$ cat src/fpes_defines.svh
// Flash status block constants: offsets, fields, counts.
// Assumes a 25 MHz clock; included by the package and the three src module files.
`ifndef FPES_DEFINES_SVH
`define FPES_DEFINES_SVH
`define FPES_CLK_MHZ   25
`define FPES_WIN_US    100
`define FPES_WIN_CYC   (`FPES_WIN_US * `FPES_CLK_MHZ)
`define FPES_PROG_CYC  16
`define FPES_ERASE_CYC 32
`define FPES_CMD_UNLK1 8'hAA
`define FPES_CMD_UNLK2 8'h55
`define FPES_CMD_PROG  8'hA0
`define FPES_CMD_ERASE 8'h80
`define FPES_CMD_SECT  8'h30
`define FPES_CMD_BULK  8'h10
`define FPES_CMD_RESET 8'hF0
`define FPES_ERASED    8'hFF
`define FPES_BIT_POLL  7
`define FPES_BIT_TOG   6
`define FPES_BIT_ERR   5
`define FPES_BIT_WIN   3
`define FPES_SECT_MSB  7
`define FPES_SECT_LSB  6
`define FPES_REG_CTRL  8'h00
`define FPES_REG_ADDR  8'h04
`define FPES_REG_DATA  8'h08
`define FPES_REG_STAT  8'h0C
`define FPES_AXI_OKAY  2'h0
`define FPES_AXI_SLV   2'h2
`endif

$ cat src/fpes_pkg.sv
// Types of both ends of the flash status link, each type used by one end only.
// Assumes the defines header for field positions.
`include "fpes_defines.svh"
package fpes_pkg;
   typedef enum logic [2:0] {OP_READ, OP_PROG, OP_SECT, OP_BULK, OP_RESET} fpes_op_t;
   typedef enum logic [2:0] {DS_IDLE, DS_PROG, DS_WIN, DS_ERASE, DS_FAIL} fpes_dst_t;
   typedef enum logic [2:0] {HS_IDLE, HS_SEQ, HS_RD, HS_WT} fpes_hst_t;
   typedef struct packed {
      logic [2:0] step;
   } fpes_cmd_t;
   typedef struct packed {
      fpes_dst_t  st;
      logic [11:0] cnt;
      logic [7:0] tgt;
      logic [7:0] tdat;
      logic [3:0] sect;
      logic       is_prog;
      logic       bad;
      logic       err;
      logic       tog;
      logic [7:0] rdata;
      logic       rvld;
      logic       rdyb;
      logic       err_out;
   } fpes_dev_t;
   typedef struct packed {
      fpes_hst_t  st;
      fpes_op_t   op;
      logic [7:0] adr;
      logic [7:0] dat;
      logic [2:0] idx;
      logic       rechk;
      logic       ver;
      logic       busy;
      logic       done;
      logic       fail;
      logic [7:0] rddat;
      logic       sel;
      logic       wr;
      logic       rd;
      logic [7:0] laddr;
      logic [7:0] lwdata;
      logic       aw_have;
      logic       w_have;
      logic [7:0] awaddr;
      logic [31:0] wdata;
      logic       awready;
      logic       wready;
      logic       bvalid;
      logic [1:0] bresp;
      logic       arready;
      logic       rvalid;
      logic [31:0] rdata;
      logic [1:0] rresp;
   } fpes_host_t;
endpackage : fpes_pkg

$ cat src/fpes_link_if.sv
// Link between the flash device end and its controller end.
// Assumes one shared clock; host drives strobes, device answers.
`timescale 1ns/1ps
interface fpes_link_if (input wire logic clk);
   logic       main_flash_sector_select;
   logic       wr;
   logic       rd;
   logic [7:0] addr;
   logic [7:0] wdata;
   logic [7:0] rdata;
   logic       rvld;
   logic       rdy_busy_n;
   modport host (output main_flash_sector_select, wr, rd, addr, wdata, input rdata, rvld, rdy_busy_n);
   modport dev (input main_flash_sector_select, wr, rd, addr, wdata, output rdata, rvld, rdy_busy_n);
endinterface : fpes_link_if

$ cat src/fpes_host.sv
// Controller end: AXI4-Lite registers, instruction issue and status polling.
// Assumes the device answers every read with a one-cycle valid.
`timescale 1ns/1ps
`include "fpes_defines.svh"
module fpes_host (
   // Clock and reset
   input  wire logic        clk,
   input  wire logic        sys_rst,
   // Link toward the device
   fpes_link_if.host        link,
   // AXI4-Lite write channels
   input  wire logic [7:0]  s_axi_awaddr,
   input  wire logic        s_axi_awvalid,
   output logic             s_axi_awready,
   input  wire logic [31:0] s_axi_wdata,
   input  wire logic [3:0]  s_axi_wstrb,
   input  wire logic        s_axi_wvalid,
   output logic             s_axi_wready,
   output logic [1:0]       s_axi_bresp,
   output logic             s_axi_bvalid,
   input  wire logic        s_axi_bready,
   // AXI4-Lite read channels
   input  wire logic [7:0]  s_axi_araddr,
   input  wire logic        s_axi_arvalid,
   output logic             s_axi_arready,
   output logic [31:0]      s_axi_rdata,
   output logic [1:0]       s_axi_rresp,
   output logic             s_axi_rvalid,
   input  wire logic        s_axi_rready
);
   fpes_pkg::fpes_host_t q_reg;
   fpes_pkg::fpes_host_t q_next;
   logic [2:0]           len;
   logic                 exp7;

   // Byte of step i of an instruction sequence
   function automatic logic [7:0] seq_byte(input fpes_pkg::fpes_op_t op, input logic [2:0] i,
                                           input logic [7:0] d);
      case (i)
         3'h0: seq_byte = (op == fpes_pkg::OP_RESET) ? `FPES_CMD_RESET : `FPES_CMD_UNLK1;
         3'h1, 3'h4: seq_byte = `FPES_CMD_UNLK2;
         3'h2: seq_byte = (op == fpes_pkg::OP_PROG) ? `FPES_CMD_PROG : `FPES_CMD_ERASE;
         3'h3: seq_byte = (op == fpes_pkg::OP_PROG) ? d : `FPES_CMD_UNLK1;
         default: seq_byte = (op == fpes_pkg::OP_BULK) ? `FPES_CMD_BULK : `FPES_CMD_SECT;
      endcase
   endfunction : seq_byte

   assign len  = (q_reg.op == fpes_pkg::OP_PROG) ? 3'h4 : (q_reg.op == fpes_pkg::OP_RESET) ? 3'h1 : 3'h6;
   assign exp7 = (q_reg.op == fpes_pkg::OP_PROG) ? q_reg.dat[7] : 1'b1;

   // Register slave and link engine
   always_comb begin
      q_next        = q_reg;
      q_next.wr     = 1'b0;
      q_next.rd     = 1'b0;
      q_next.sel    = 1'b0;
      // Write address and data are taken in either order
      if (s_axi_awvalid && q_reg.awready) begin
         q_next.aw_have = 1'b1;
         q_next.awaddr  = s_axi_awaddr;
      end
      if (s_axi_wvalid && q_reg.wready) begin
         q_next.w_have = 1'b1;
         q_next.wdata  = s_axi_wdata;
      end
      if (q_reg.aw_have && q_reg.w_have && !q_reg.bvalid) begin
         q_next.bvalid  = 1'b1;
         q_next.bresp   = `FPES_AXI_OKAY;
         q_next.aw_have = 1'b0;
         q_next.w_have  = 1'b0;
         case (q_reg.awaddr)
            `FPES_REG_CTRL: begin
               if (!q_reg.busy && s_axi_wstrb[0]) begin
                  q_next.op    = fpes_pkg::fpes_op_t'(q_reg.wdata[2:0]);
                  q_next.busy  = 1'b1;
                  q_next.done  = 1'b0;
                  q_next.fail  = 1'b0;
                  q_next.idx   = 3'h0;
                  q_next.rechk = 1'b0;
                  q_next.ver   = 1'b0;
                  q_next.st    = (q_reg.wdata[2:0] == 3'h0) ? fpes_pkg::HS_RD : fpes_pkg::HS_SEQ;
               end
            end
            `FPES_REG_ADDR: q_next.adr = q_reg.wdata[7:0];
            `FPES_REG_DATA: q_next.dat = q_reg.wdata[7:0];
            `FPES_REG_STAT: q_next.bresp = `FPES_AXI_OKAY;
            default: q_next.bresp = `FPES_AXI_SLV;
         endcase
      end
      if (q_reg.bvalid && s_axi_bready) q_next.bvalid = 1'b0;
      q_next.awready = !q_next.aw_have && !q_next.bvalid;
      q_next.wready  = !q_next.w_have && !q_next.bvalid;
      // Reads answer one cycle after the address is taken
      if (s_axi_arvalid && q_reg.arready) begin
         q_next.rvalid = 1'b1;
         q_next.rresp  = `FPES_AXI_OKAY;
         case (s_axi_araddr)
            `FPES_REG_CTRL: q_next.rdata = 32'(q_reg.op);
            `FPES_REG_ADDR: q_next.rdata = 32'(q_reg.adr);
            `FPES_REG_DATA: q_next.rdata = 32'(q_reg.dat);
            `FPES_REG_STAT: q_next.rdata = {16'h0000, q_reg.rddat, 4'h0, link.rdy_busy_n, q_reg.fail,
                                            q_reg.done, q_reg.busy};
            default: begin
               q_next.rdata = 32'h0000_0000;
               q_next.rresp = `FPES_AXI_SLV;
            end
         endcase
      end
      if (q_reg.rvalid && s_axi_rready) q_next.rvalid = 1'b0;
      q_next.arready = !q_next.rvalid;
      // Link engine
      case (q_reg.st)
         fpes_pkg::HS_IDLE: q_next.idx = 3'h0;
         fpes_pkg::HS_SEQ: begin
            q_next.sel    = 1'b1;
            q_next.wr     = 1'b1;
            q_next.laddr  = q_reg.adr;
            q_next.lwdata = seq_byte(q_reg.op, q_reg.idx, q_reg.dat);
            q_next.idx    = q_reg.idx + 3'h1;
            if (q_reg.idx == len - 3'h1) begin
               q_next.st = (q_reg.op == fpes_pkg::OP_RESET) ? fpes_pkg::HS_IDLE : fpes_pkg::HS_RD;
               if (q_reg.op == fpes_pkg::OP_RESET) begin
                  q_next.busy = 1'b0;
                  q_next.done = 1'b1;
               end
            end
         end
         fpes_pkg::HS_RD: begin
            q_next.sel   = 1'b1;
            q_next.rd    = 1'b1;
            q_next.laddr = q_reg.adr;
            q_next.st    = fpes_pkg::HS_WT;
         end
         fpes_pkg::HS_WT: begin
            if (link.rvld) begin
               q_next.st    = fpes_pkg::HS_RD;
               q_next.rddat = link.rdata;
               if (q_reg.op == fpes_pkg::OP_READ || q_reg.ver) begin
                  q_next.fail = q_reg.ver && (link.rdata != q_reg.dat);
                  q_next.done = 1'b1;
                  q_next.busy = 1'b0;
                  q_next.st   = fpes_pkg::HS_IDLE;
               end else if (link.rdata[`FPES_BIT_POLL] == exp7) begin
                  q_next.ver  = (q_reg.op == fpes_pkg::OP_PROG);
                  q_next.done = (q_reg.op != fpes_pkg::OP_PROG);
                  q_next.busy = (q_reg.op == fpes_pkg::OP_PROG);
                  q_next.st   = (q_reg.op == fpes_pkg::OP_PROG) ? fpes_pkg::HS_RD : fpes_pkg::HS_IDLE;
               end else if (link.rdata[`FPES_BIT_ERR]) begin
                  q_next.rechk = 1'b1;
                  if (q_reg.rechk) begin
                     q_next.fail = 1'b1;
                     q_next.done = 1'b1;
                     q_next.busy = 1'b0;
                     q_next.st   = fpes_pkg::HS_IDLE;
                  end
               end
            end
         end
         default: q_next.st = fpes_pkg::HS_IDLE;
      endcase
   end

   // State register
   always_ff @(posedge clk or posedge sys_rst) begin
      if (sys_rst) begin
         q_reg <= '0;
      end else begin
         q_reg <= q_next;
      end
   end

   assign link.main_flash_sector_select = q_reg.sel;
   assign link.wr     = q_reg.wr;
   assign link.rd     = q_reg.rd;
   assign link.addr   = q_reg.laddr;
   assign link.wdata  = q_reg.lwdata;
   assign s_axi_awready = q_reg.awready;
   assign s_axi_wready  = q_reg.wready;
   assign s_axi_bvalid  = q_reg.bvalid;
   assign s_axi_bresp   = q_reg.bresp;
   assign s_axi_arready = q_reg.arready;
   assign s_axi_rvalid  = q_reg.rvalid;
   assign s_axi_rdata   = q_reg.rdata;
   assign s_axi_rresp   = q_reg.rresp;
endmodule : fpes_host

$ cat src/flat_wrapper.sv
// flat-port wrapper written by rule: the top's interface ports become plain ports
module fpes_host_flat 
  (clk, sys_rst, s_axi_awaddr, s_axi_awvalid, s_axi_awready, s_axi_wdata, s_axi_wstrb, s_axi_wvalid, s_axi_wready, s_axi_bresp, s_axi_bvalid, s_axi_bready, s_axi_araddr, s_axi_arvalid, s_axi_arready, s_axi_rdata, s_axi_rresp, s_axi_rvalid, s_axi_rready, link_main_flash_sector_select, link_wr, link_rd, link_addr, link_wdata, link_rdata, link_rvld, link_rdy_busy_n);
  fpes_link_if link_i (.clk(clk));
  input  wire logic clk;
  input  wire logic sys_rst;
  input  wire logic [7:0] s_axi_awaddr;
  input  wire logic s_axi_awvalid;
  output logic s_axi_awready;
  input  wire logic [31:0] s_axi_wdata;
  input  wire logic [3:0] s_axi_wstrb;
  input  wire logic s_axi_wvalid;
  output logic s_axi_wready;
  output logic [1:0] s_axi_bresp;
  output logic s_axi_bvalid;
  input  wire logic s_axi_bready;
  input  wire logic [7:0] s_axi_araddr;
  input  wire logic s_axi_arvalid;
  output logic s_axi_arready;
  output logic [31:0] s_axi_rdata;
  output logic [1:0] s_axi_rresp;
  output logic s_axi_rvalid;
  input  wire logic s_axi_rready;
  output wire logic [$bits(link_i.main_flash_sector_select)-1:0] link_main_flash_sector_select;
  output wire logic [$bits(link_i.wr)-1:0] link_wr;
  output wire logic [$bits(link_i.rd)-1:0] link_rd;
  output wire logic [$bits(link_i.addr)-1:0] link_addr;
  output wire logic [$bits(link_i.wdata)-1:0] link_wdata;
  input wire logic [$bits(link_i.rdata)-1:0] link_rdata;
  input wire logic [$bits(link_i.rvld)-1:0] link_rvld;
  input wire logic [$bits(link_i.rdy_busy_n)-1:0] link_rdy_busy_n;
  assign link_main_flash_sector_select = link_i.main_flash_sector_select;
  assign link_wr = link_i.wr;
  assign link_rd = link_i.rd;
  assign link_addr = link_i.addr;
  assign link_wdata = link_i.wdata;
  assign link_i.rdata = link_rdata;
  assign link_i.rvld = link_rvld;
  assign link_i.rdy_busy_n = link_rdy_busy_n;
  fpes_host u_core (.clk(clk), .sys_rst(sys_rst), .link(link_i), .s_axi_awaddr(s_axi_awaddr), .s_axi_awvalid(s_axi_awvalid), .s_axi_awready(s_axi_awready), .s_axi_wdata(s_axi_wdata), .s_axi_wstrb(s_axi_wstrb), .s_axi_wvalid(s_axi_wvalid), .s_axi_wready(s_axi_wready), .s_axi_bresp(s_axi_bresp), .s_axi_bvalid(s_axi_bvalid), .s_axi_bready(s_axi_bready), .s_axi_araddr(s_axi_araddr), .s_axi_arvalid(s_axi_arvalid), .s_axi_arready(s_axi_arready), .s_axi_rdata(s_axi_rdata), .s_axi_rresp(s_axi_rresp), .s_axi_rvalid(s_axi_rvalid), .s_axi_rready(s_axi_rready));
endmodule
$ cat config.mk
export PLATFORM = sky130hd
export DESIGN_NAME = fpes_host_flat
export DESIGN_NICKNAME = d
export VERILOG_FILES = /design/src/fpes_pkg.sv /design/src/fpes_link_if.sv /design/src/fpes_host.sv /design/src/flat_wrapper.sv
export VERILOG_INCLUDE_DIRS = /design/src /design/src/src
export SDC_FILE = /design/constraint.sdc
export NUM_CORES = 1
export LEC_CHECK = 0
export BUFFER_PORTS_ARGS = -buffer_cell sky130_fd_sc_hd__buf_2
export CORE_MARGIN = 1
export CORE_UTILIZATION = 55
export CTS_BUF_LIST = sky130_fd_sc_hd__clkbuf_4 sky130_fd_sc_hd__clkbuf_8 sky130_fd_sc_hd__clkbuf_16
export CTS_CLUSTER_DIAMETER = 100
export DETAILED_ROUTE_END_ITERATION = 10
export PLACE_DENSITY = 0.83
export SYNTH_ARGS = -nofsm -noshare
export SYNTH_HDL_FRONTEND = slang
export SYNTH_SLANG_ARGS = --single-unit
$ cat constraint.sdc
create_clock -name clk -period 7.2 [get_ports clk]
set_input_delay 1.08 -clock clk [delete_from_list [all_inputs] [get_ports clk]]
set_output_delay 1.08 -clock clk [all_outputs]
set_load 0.01 [all_outputs]
* After elaboration in Yosys (flattened, before gate mapping) *
Index checks and enable logic that the tools add are counted.

storage, ports and cells
  bits in registers = 116
  bits in latches = 0
  memory bits (writable) = 0
  memory bits (read-only) = 0
  input port bits = 69
  output and inout bits = 60
  word-level logic and storage cells = 140
  memories = 0

operators by class
  add/subtract/negate cells = 2
  multiply operators = 0
  div/mod/pow operators = 0
  $lt $le $gt $ge = 0
  eq/ne operators = 20
  shifts and indexed selects = 0
  mux-type cells = 54
  bitwise operators = 0
  reduce and logical (&&, ||, !) cells = 36

operators by type and width
  kind                                                  count
  case mux 16 bit (4 select lines)                      1
  two-way mux 8 bit                                     5
  two-way mux 35 bit                                    1
  equality test 8 x 4 -> 1 bit (second input constant)  4
  case mux 8 bit (4 select lines)                       1
  two-way mux 3 bit                                     10
  two-way mux 30 bit                                    1
  two-way mux 2 bit                                     13
  two-way mux 6 bit                                     4
  equality test 8 x 3 -> 1 bit (second input constant)  2
  zero test 8 bit                                       2
  equality test 3 x 2 -> 1 bit (second input constant)  5
  two-way mux 13 bit                                    1
  zero test 3 bit                                       4
  two-way mux 1 bit                                     12
  case mux 3 bit (4 select lines)                       1
  logical AND 1 bit                                     11
  equality test 3 x 1 -> 1 bit (second input constant)  3
  two-way mux 9 bit                                     1
  nonzero test 3 bit                                    3
  inequality test 8 bit                                 1
  OR reduction 4 bit                                    2
  two-way mux 7 bit                                     1
  equality test 3 bit (second input constant)           2
  other kinds (12)                                      21

* Longest topological paths before layout *
Gate-level depths: netlist of the first run.

  word-level depth = 11
  mapped depth = 7
  gate-level depth less buffers = 7

* Worst setup path after synthesis of the first run *
No wires, ideal clock.

  kind = in2reg
  from = in s_axi_wstrb[0]
  to = reg u_core.q_reg[138] in the netlist's numbering
  library setup time = 0.124 ns
  arrival = 2.304 ns
  data required time = 7.076 ns
  slack = 4.772 ns
  cell stages on the path = 5
  buffers on the path = 1
  path through = nor4b_1 > and4_1 > clkbuf_1 > mux2_2 > a211o_1

RTL lines
  element               line                source
  from (decl)           flat_wrapper.sv:11  input wire logic [3:0] s_axi_wstrb;
  to (signal assigned)  fpes_host.sv:168    q_reg <= q_next;
  to (decl)             fpes_host.sv:31     fpes_pkg::fpes_host_t q_reg;

* Final worst setup path of the first run *
  from = in s_axi_arvalid
  to = reg u_core.q_reg (netlist bit u_core.s_axi_rdata[11])

on the way
  cells in the longest elaborated chain, start to end = 1

RTL lines
  element            line                source
  from (decl)        flat_wrapper.sv:18  input wire logic s_axi_arvalid;
  logical AND 1 bit  fpes_host.sv:94     if (s_axi_arvalid && q_reg.arready) begin

Every way passes these cells.
A chain may end at the register's enable or synchronous reset.

==> results of run 1 <==
[placed cells by master, fill, tap and decap left out, types with 6 or more instances in the layout]
| cell type | instances |
|---|---|
| o31ai_1 | 7 |
| clkbuf_8 | 9 |
| conb_1 | 19 |
| inv_1 | 8 |
| nand2_1 | 51 |
| a22o_1 | 13 |
| o21ai_0 | 10 |
| nor4_1 | 6 |
| xor2_1 | 9 |
| mux2_2 | 44 |
| dfrtp_1 | 98 |
| a21oi_1 | 14 |
| nor2_1 | 19 |
| a31oi_1 | 6 |
| buf_2 | 83 |
[how the worst max path moves through the flow]
stage                       start                endpoint  slack (ns)  depth (start not counted)
floorplan                 sys_rst     u_core.link.addr[0]        3.56                          1
global placement    s_axi_arvalid  u_core.s_axi_rdata[15]        4.53                          4
detailed placement  s_axi_arvalid  u_core.s_axi_rdata[11]        4.48                          4
CTS                 s_axi_arvalid  u_core.s_axi_rdata[11]        4.85                          4
global route        s_axi_arvalid  u_core.s_axi_rdata[11]        4.69                          4
finish              s_axi_arvalid  u_core.s_axi_rdata[11]        4.82                          4
[metal layers]
metal  global-route usage  vias up
met2                0.363      115
met3               0.0419       15
li1                     -     1500
met4                0.105        0
met1                0.279     1551
met5                    0        -
[cells by family (layout without fill, tap and decap cells)]
kind of cell               count (synthesis)  in the layout  synth area share
DFF                                       98             98             0.522
other                                      1             19          0.000798
buffers and inverters                     73            108            0.0998
muxes                                     47             47             0.121
and+or+nand+nor                          113            113             0.119
xor gates and xnor gates                   9              9            0.0168
adders and majority gates                  5              5            0.0133
AOI/OAI and AO/OA                         73             73             0.109
[worst reg2reg max path: cells and delay by family (launching register included)]
family	cells	cell delay [ns]
buf+inv	1	0.25
flops	1	0.48
mux	1	0.40
simple gates	3	0.86
[stage by stage]
stage | hold WS [ns] | utilization | total power, W | instance area, µm² | std cells
6_report | 0.485 | 0.618 | 0.00140 | 5100 | 577
4_1_cts | 0.492 | 0.618 | 0.00141 | 5100 | 577
2_1_floorplan | 0.447 | - | 0.000952 | 4770 | 437
3_5_place_dp | 0.468 | 0.592 | 0.00102 | 4890 | 562
5_1_grt | 0.514 | 0.618 | 0.00147 | 5100 | 577
3_3_place_gp | 0.459 | 0.592 | 0.00100 | 4890 | 562
[final cells by class]
type / instances / area, µm²
repair buffers: 84 / 423
flip-flops and latches: 98 / 2450
clock inverters: 6 / 91.3
multi-input cells: 266 / 1850
inverters: 9 / 35.0
clock buffers: 9 / 124
fillers: 685 / 3150
well taps: 105 / 131
[power by group]
part / total, W / internal (W) / switching [W]
Clock: 0.000388 / 0.000196 / 0.000192
Combinational: 0.000265 / 0.000137 / 0.000128
Sequential: 0.000745 / 0.000654 / 0.0000909
[Yosys cell counts, drive strengths merged (5+ instances only)]
cell type | number | area [µm²]
nor4 | 6 | 37.5
o31ai | 7 | 52.6
nor2 | 20 | 77.6
clkbuf | 12 | 45.0
a22o | 13 | 114
buf | 52 | 390
nor3 | 5 | 25.0
dfrtp | 98 | 2450
xor2 | 9 | 78.8
a31oi | 6 | 37.5
ha | 5 | 62.6
mux2 | 44 | 495
inv | 9 | 33.8
a21oi | 14 | 70.1
nand2 | 51 | 191
o21ai | 10 | 50.1
==> metrics.md, run 1 <==
| Metric | Value |
|---|---|
| Worst setup EP type | `flip-flop` |
| Count of pins over their slew limit | `0` |
| RSZ-0062 raised after global routing | `false` |
| Crit-path cells | `buf_2, nand2_1, nor3_1, a22o_1` |
| Static Leak | `2.63 nW` |
| Max reg flops | `56` |
| Port-buffer cells | `83` |
| Slowest CP cell | `nor3_1` |
| Met3 Wirelength | `445 µm` |
| Initial antenna violation count | `0` |
| Setup violations, final | `0` |
| Clock skew | `0.0128 ns` |
| Rel. slew slack | `0.418` |
| Syn-to-layout area delta | `8.57%` |
| Reg2reg start | `u_core.q_reg[138]` |
| Post-CTS Setup Inserts | `0` |
| Vias | `3181` |
| Setup CP Type | `in2reg` |
| Worst slack at placement | `4.48 ns` |
| Top routing layer used | `met4` |
| Deepest clock path buffer count | `2` |
| Cts repair resizes | `0` |
| Sum of negative setup slack | `0 ns` |
| Total GRT Usage | `0.220` |
| Starting Density | `0.569` |
| Most used DFF post-synth | `dfrtp_1` |
| Hold Startpoint | `u_core.q_reg[107]` |
| Vias per inst | `5.51` |
| Seq/Total Area, Yosys | `0.522` |
| First-pass GRT wire length | `15000 µm` |
| MaxCap Viol Count | `0` |
| Hold Path Sink | `u_core.q_reg[107]` |
| Flop2flop setup slack | `5.09 ns` |
| Final hold vios | `0` |
| Total length of routed wires | `9240 µm` |
| Root buffer cell | `clkbuf_8` |
| # DRC | `0` |
| Drt first pass iters | `4` |
| Setup crit start kind | `primary input` |
| Yosys Warn Count | `0` |
| Status | `finished clean` |
| Period utilisation layout | `0.330` |
| Die height | `94.5 µm` |
| Hold Crit Class | `reg2reg` |
| Ant diodes | `0` |
| Antenna-violating nets left | `0` |
| Die area | `8920 µm²` |
| Final GP Congestion | `0.831` |
| Pwr Density | `274 nW/µm²` |
| Overflow after GRT | `0` |
| Worst vdd ir | `0.192 mV` |
| Seq cells post-synth | `98` |
| Worst EP required | `7.50 ns` |
| Worst-margin pin slew | `0.866 ns` |
| M1 WL | `4070 µm` |
| Nets | `542` |
| Worst r2r path cells | `5` |
| Ys async rst share | `1.00` |
| Reg clk slew, reported paths | `0.10 ns` |
| Hold path cells | `2` |
| H-tree depth | `3` |
| Gate count of the mapped netlist | `419` |
| Die Width | `94.5 µm` |
| Largest net degree at the start of global routing | `53` |
| F_max | `421 MHz` |
| Tmin final | `2.38 ns` |
| I/O pin cnt | `129` |
| Worst path bufs/invs | `1` |
| Hold Buf Count CTS | `0` |
| Critical Path Max Stage Delay | `0.87 ns` |
| Syn Std Cell Area | `4700 µm²` |
| CTS Buf Count | `9` |
| Mean post-synth cell area | `11.2 µm²` |
| Met2 wire length | `4500 µm` |
| Row cnt | `33` |
| Reg2reg end | `u_core.link.addr[7]` |
| Layout cells sized above 1 | `0.328` |
| Post-synth cell types | `54` |
| Sink Count | `98` |
| CORE AREA | `8260 µm²` |
| Vias in the first global route | `3148` |
| Hpwl dp | `6800 µm` |
| Initial drt markers | `190` |
| PnR worst setup slack | `4.82 ns` |
| Critical path arrival | `2.67 ns` |
| Skew-Pair Late Insertion Delay | `0.36 ns` |
| Critical path peak fanout | `23` |
| EDFF count, synth | `0` |
| Mean routed wirelength per cell | `16.0 µm` |
| TritonCTS clock tree | `built` |
| Crit-path leading delay family | `simple AND/OR/NAND/NOR gates` |
(Power assumes the default switching activity.)
==> run 2, diff against run 1 <==
--- a/config.mk
+++ b/config.mk
@@ -8,11 +8,11 @@
 export LEC_CHECK = 0
 export BUFFER_PORTS_ARGS = -buffer_cell sky130_fd_sc_hd__buf_2
 export CORE_MARGIN = 1
-export CORE_UTILIZATION = 55
+export CORE_UTILIZATION = 47
 export CTS_BUF_LIST = sky130_fd_sc_hd__clkbuf_4 sky130_fd_sc_hd__clkbuf_8 sky130_fd_sc_hd__clkbuf_16
 export CTS_CLUSTER_DIAMETER = 100
 export DETAILED_ROUTE_END_ITERATION = 10
-export PLACE_DENSITY = 0.83
+export PLACE_DENSITY = 0.76
 export SYNTH_ARGS = -nofsm -noshare
 export SYNTH_HDL_FRONTEND = slang
 export SYNTH_SLANG_ARGS = --single-unit
==> constraint.sdc (replaced) <==
create_clock -name clk -period 2.1 [get_ports clk]
set_input_delay 0.315 -clock clk [delete_from_list [all_inputs] [get_ports clk]]
set_output_delay 0.315 -clock clk [all_outputs]
set_load 0.01 [all_outputs]
==> metrics.md, run 2 (synthesized netlist as in run 1, its figures left out) <==
| Metric | Value |
|---|---|
| Reg clk slew, reported paths | `0.10 ns (about the same)` |
| Initial antenna violation count | `0 (unchanged)` |
| Ant diodes | `0 (unchanged)` |
| Clock power share | `0.253 (-0.024)` |
| Final GP Congestion | `0.861 (+3.5%)` |
| Syn-to-layout area delta | `12.2%` |
| P_sw | `0.00146 W (+260%)` |
| Antenna-violating nets left | `0 (unchanged)` |
| Hold slack | `0.0763 ns (-0.409 ns)` |
| Worst EP required | `2.35 ns (-5.15 ns)` |
| Total GRT Usage | `0.194 (-0.0263)` |
| Mean routed wirelength per cell | `15.2 µm (-5.2%)` |
| First-pass GRT wire length | `15400 µm (+2.8%)` |
| Worst vdd ir | `0.474 mV (+150%)` |
| Final hold vios | `0 (unchanged)` |
| Vias | `3285 (+3.3%)` |
| TritonCTS clock tree | `built` |
| Pwr Density | `896 nW/µm² (+230%)` |
| Initial drt markers | `184 (-3.2%)` |
| Vias in the first global route | `3164 (+0.51%)` |
| Die area | `10400 µm² (+17%)` |
| # DRC | `0 (unchanged)` |
| Skew-Pair Late Insertion Delay | `0.37 ns (about the same)` |
| Total length of routed wires | `9450 µm (+2.2%)` |
| CORE AREA | `9730 µm² (+18%)` |
| Static Leak | `2.71 nW (+2.9%)` |
| Largest net degree at the start of global routing | `99 (+87%)` |
| Overflow after GRT | `0 (unchanged)` |
| Nets | `558 (+3.0%)` |
| Worst setup EP type | `flip-flop` |
| I/O pin cnt | `129 (unchanged)` |
| H-tree depth | `3 (unchanged)` |
| F_max | `486 MHz` |
| Status | `finished clean` |
| Setup CP Type | `reg2reg` |
| Starting Density | `0.483 (-0.0861)` |
| MaxCap Viol Count | `0 (unchanged)` |
| Critical path peak fanout | `6 (-74%)` |
| Hold Crit Class | `in2async` |
| Deepest clock path buffer count | `2 (unchanged)` |
| Worst-margin pin slew | `0.504 ns (-0.363 ns)` |
| Clock skew | `0.0115 ns (-0.00129 ns)` |
| Sum of negative setup slack | `0 ns (unchanged)` |
| Worst slack at placement | `0.0576 ns (-4.42 ns)` |
| Root buffer cell | `clkbuf_8` |
| Commonest non-fill, non-tap cell in the layout | `dfrtp_1` |
| Drt first pass iters | `4 (unchanged)` |
| Hpwl dp | `6840 µm (+0.70%)` |
| Setup crit start kind | `flip-flop` |
| Combinational power share | `0.207 (+0.017)` |
| Post-layout util | `0.542 (-0.0757)` |
| PnR worst setup slack | `0.0410 ns (-4.78 ns)` |
| Hold Buf Count CTS | `0 (unchanged)` |
| Die height | `102 µm (+8.0%)` |
| Tmin final | `2.06 ns` |
| Row cnt | `36 (+9.1%)` |
| Net Sw Frac | `0.309 (+0.0148)` |
| Setup violations, final | `0 (unchanged)` |
| Critical path arrival | `2.31 ns (-0.36 ns)` |
| Port-buffer cells | `83 (unchanged)` |
| Period utilisation layout | `0.980` |
| Internal Power | `0.00327 W (+230%)` |
| Flop pwr share | `0.539 (+0.006)` |
| Layout cells sized above 1 | `0.362 (+0.0336)` |
| Die Width | `102 µm (+8.0%)` |
| Rel. slew slack | `0.664 (+0.246)` |
| Sink Count | `98 (unchanged)` |
| Max reg flops | `56 (unchanged)` |
| Vias per inst | `5.28 (-4.2%)` |
| Commonest cells after routing, fill and taps aside | `96 x dfrtp_1, 83 x buf_2, 51 x nand2_1` |
| Count of pins over their slew limit | `0 (unchanged)` |
| CTS Buf Count | `9 (unchanged)` |
run 2: cell types whose count changed in the layout (fill, tap and decap cells not counted), moves of 2 or more:
cell | before | now
dfrtp_2 | 0 | 2
clkbuf_8 | 9 | 11
dfrtp_1 | 98 | 96
bufinv_16 | 2 | 0
buf_4 | 1 | 16
inv_6 | 0 | 2
clkinv_2 | 2 | 0
run 2: timing repair:
action                                 in CTS  in global routing
buffers inserted                            0                  3
gates resized for setup                     0                  6
setup endpoints to repair                   0                  4
endpoints found under the hold margin       0                  0
run 2: critical path: stages (launching register included):
cell	delay, ns
dfrtp_2	0.46
or4b_4	0.56
a211oi_4	0.28
a21oi_1	0.09
o31a_1	0.27
a211o_1	0.29
run 2: area by class of cell:
cell class	instances	area, µm²
inverters	9	37.5
clock inverters	5	43.8
repair buffers	100	556
flip-flops and latches	98	2450
well taps	133	166
clock buffers	11	151
multi-input cells	266	1870
fillers	857	4450
run 2: power groups by stage:
stage | registers [W] | clock network (W) | logic, W
floorplan | 0.00249 | 0 | 0.000773
global placement | 0.00257 | 0 | 0.000937
detailed placement | 0.00258 | 0 | 0.000969
CTS | 0.00255 | 0.00122 | 0.000976
global route | 0.00261 | 0.00130 | 0.00110
finish | 0.00255 | 0.00120 | 0.000981
run 2: path summary, 6_finish.rpt:
path / depth (start not counted) / start / endpoint / slack, ns
max in group asynchronous: 3 / sys_rst / u_core.link.wdata[1] / 1.64
worst max-delay path: 5 / u_core.q_reg[116] / u_core.q_reg[138] / 0.04
worst min register to register: 2 / u_core.q_reg[106] / u_core.q_reg[106] / 0.48
worst max register to register: 5 / u_core.q_reg[116] / u_core.q_reg[138] / 0.04
worst min-delay path: 3 / sys_rst / u_core.q_reg[80] / 0.08
min in group clk: 2 / s_axi_awaddr[4] / u_core.q_reg[77] / 0.17
run 2: per-layer routing:
layer	share of wire	vias to the layer above	routed length (µm)	GRT usage
met2	0.48	104	4540	0.317
met3	0.055	13	519	0.0492
met5	0	-	0	0
li1	-	1535	-	-
met4	0.015	0	137	0.0659
met1	0.45	1633	4250	0.251
run 2: metrics by stage:
stage | std cells | cell area, µm² | power, W
2_1_floorplan | 437 | 4770 | 0.00326
3_3_place_gp | 603 | 5040 | 0.00350
3_5_place_dp | 603 | 5040 | 0.00355
4_1_cts | 619 | 5230 | 0.00474
5_1_grt | 622 | 5280 | 0.00501
6_report | 622 | 5280 | 0.00473
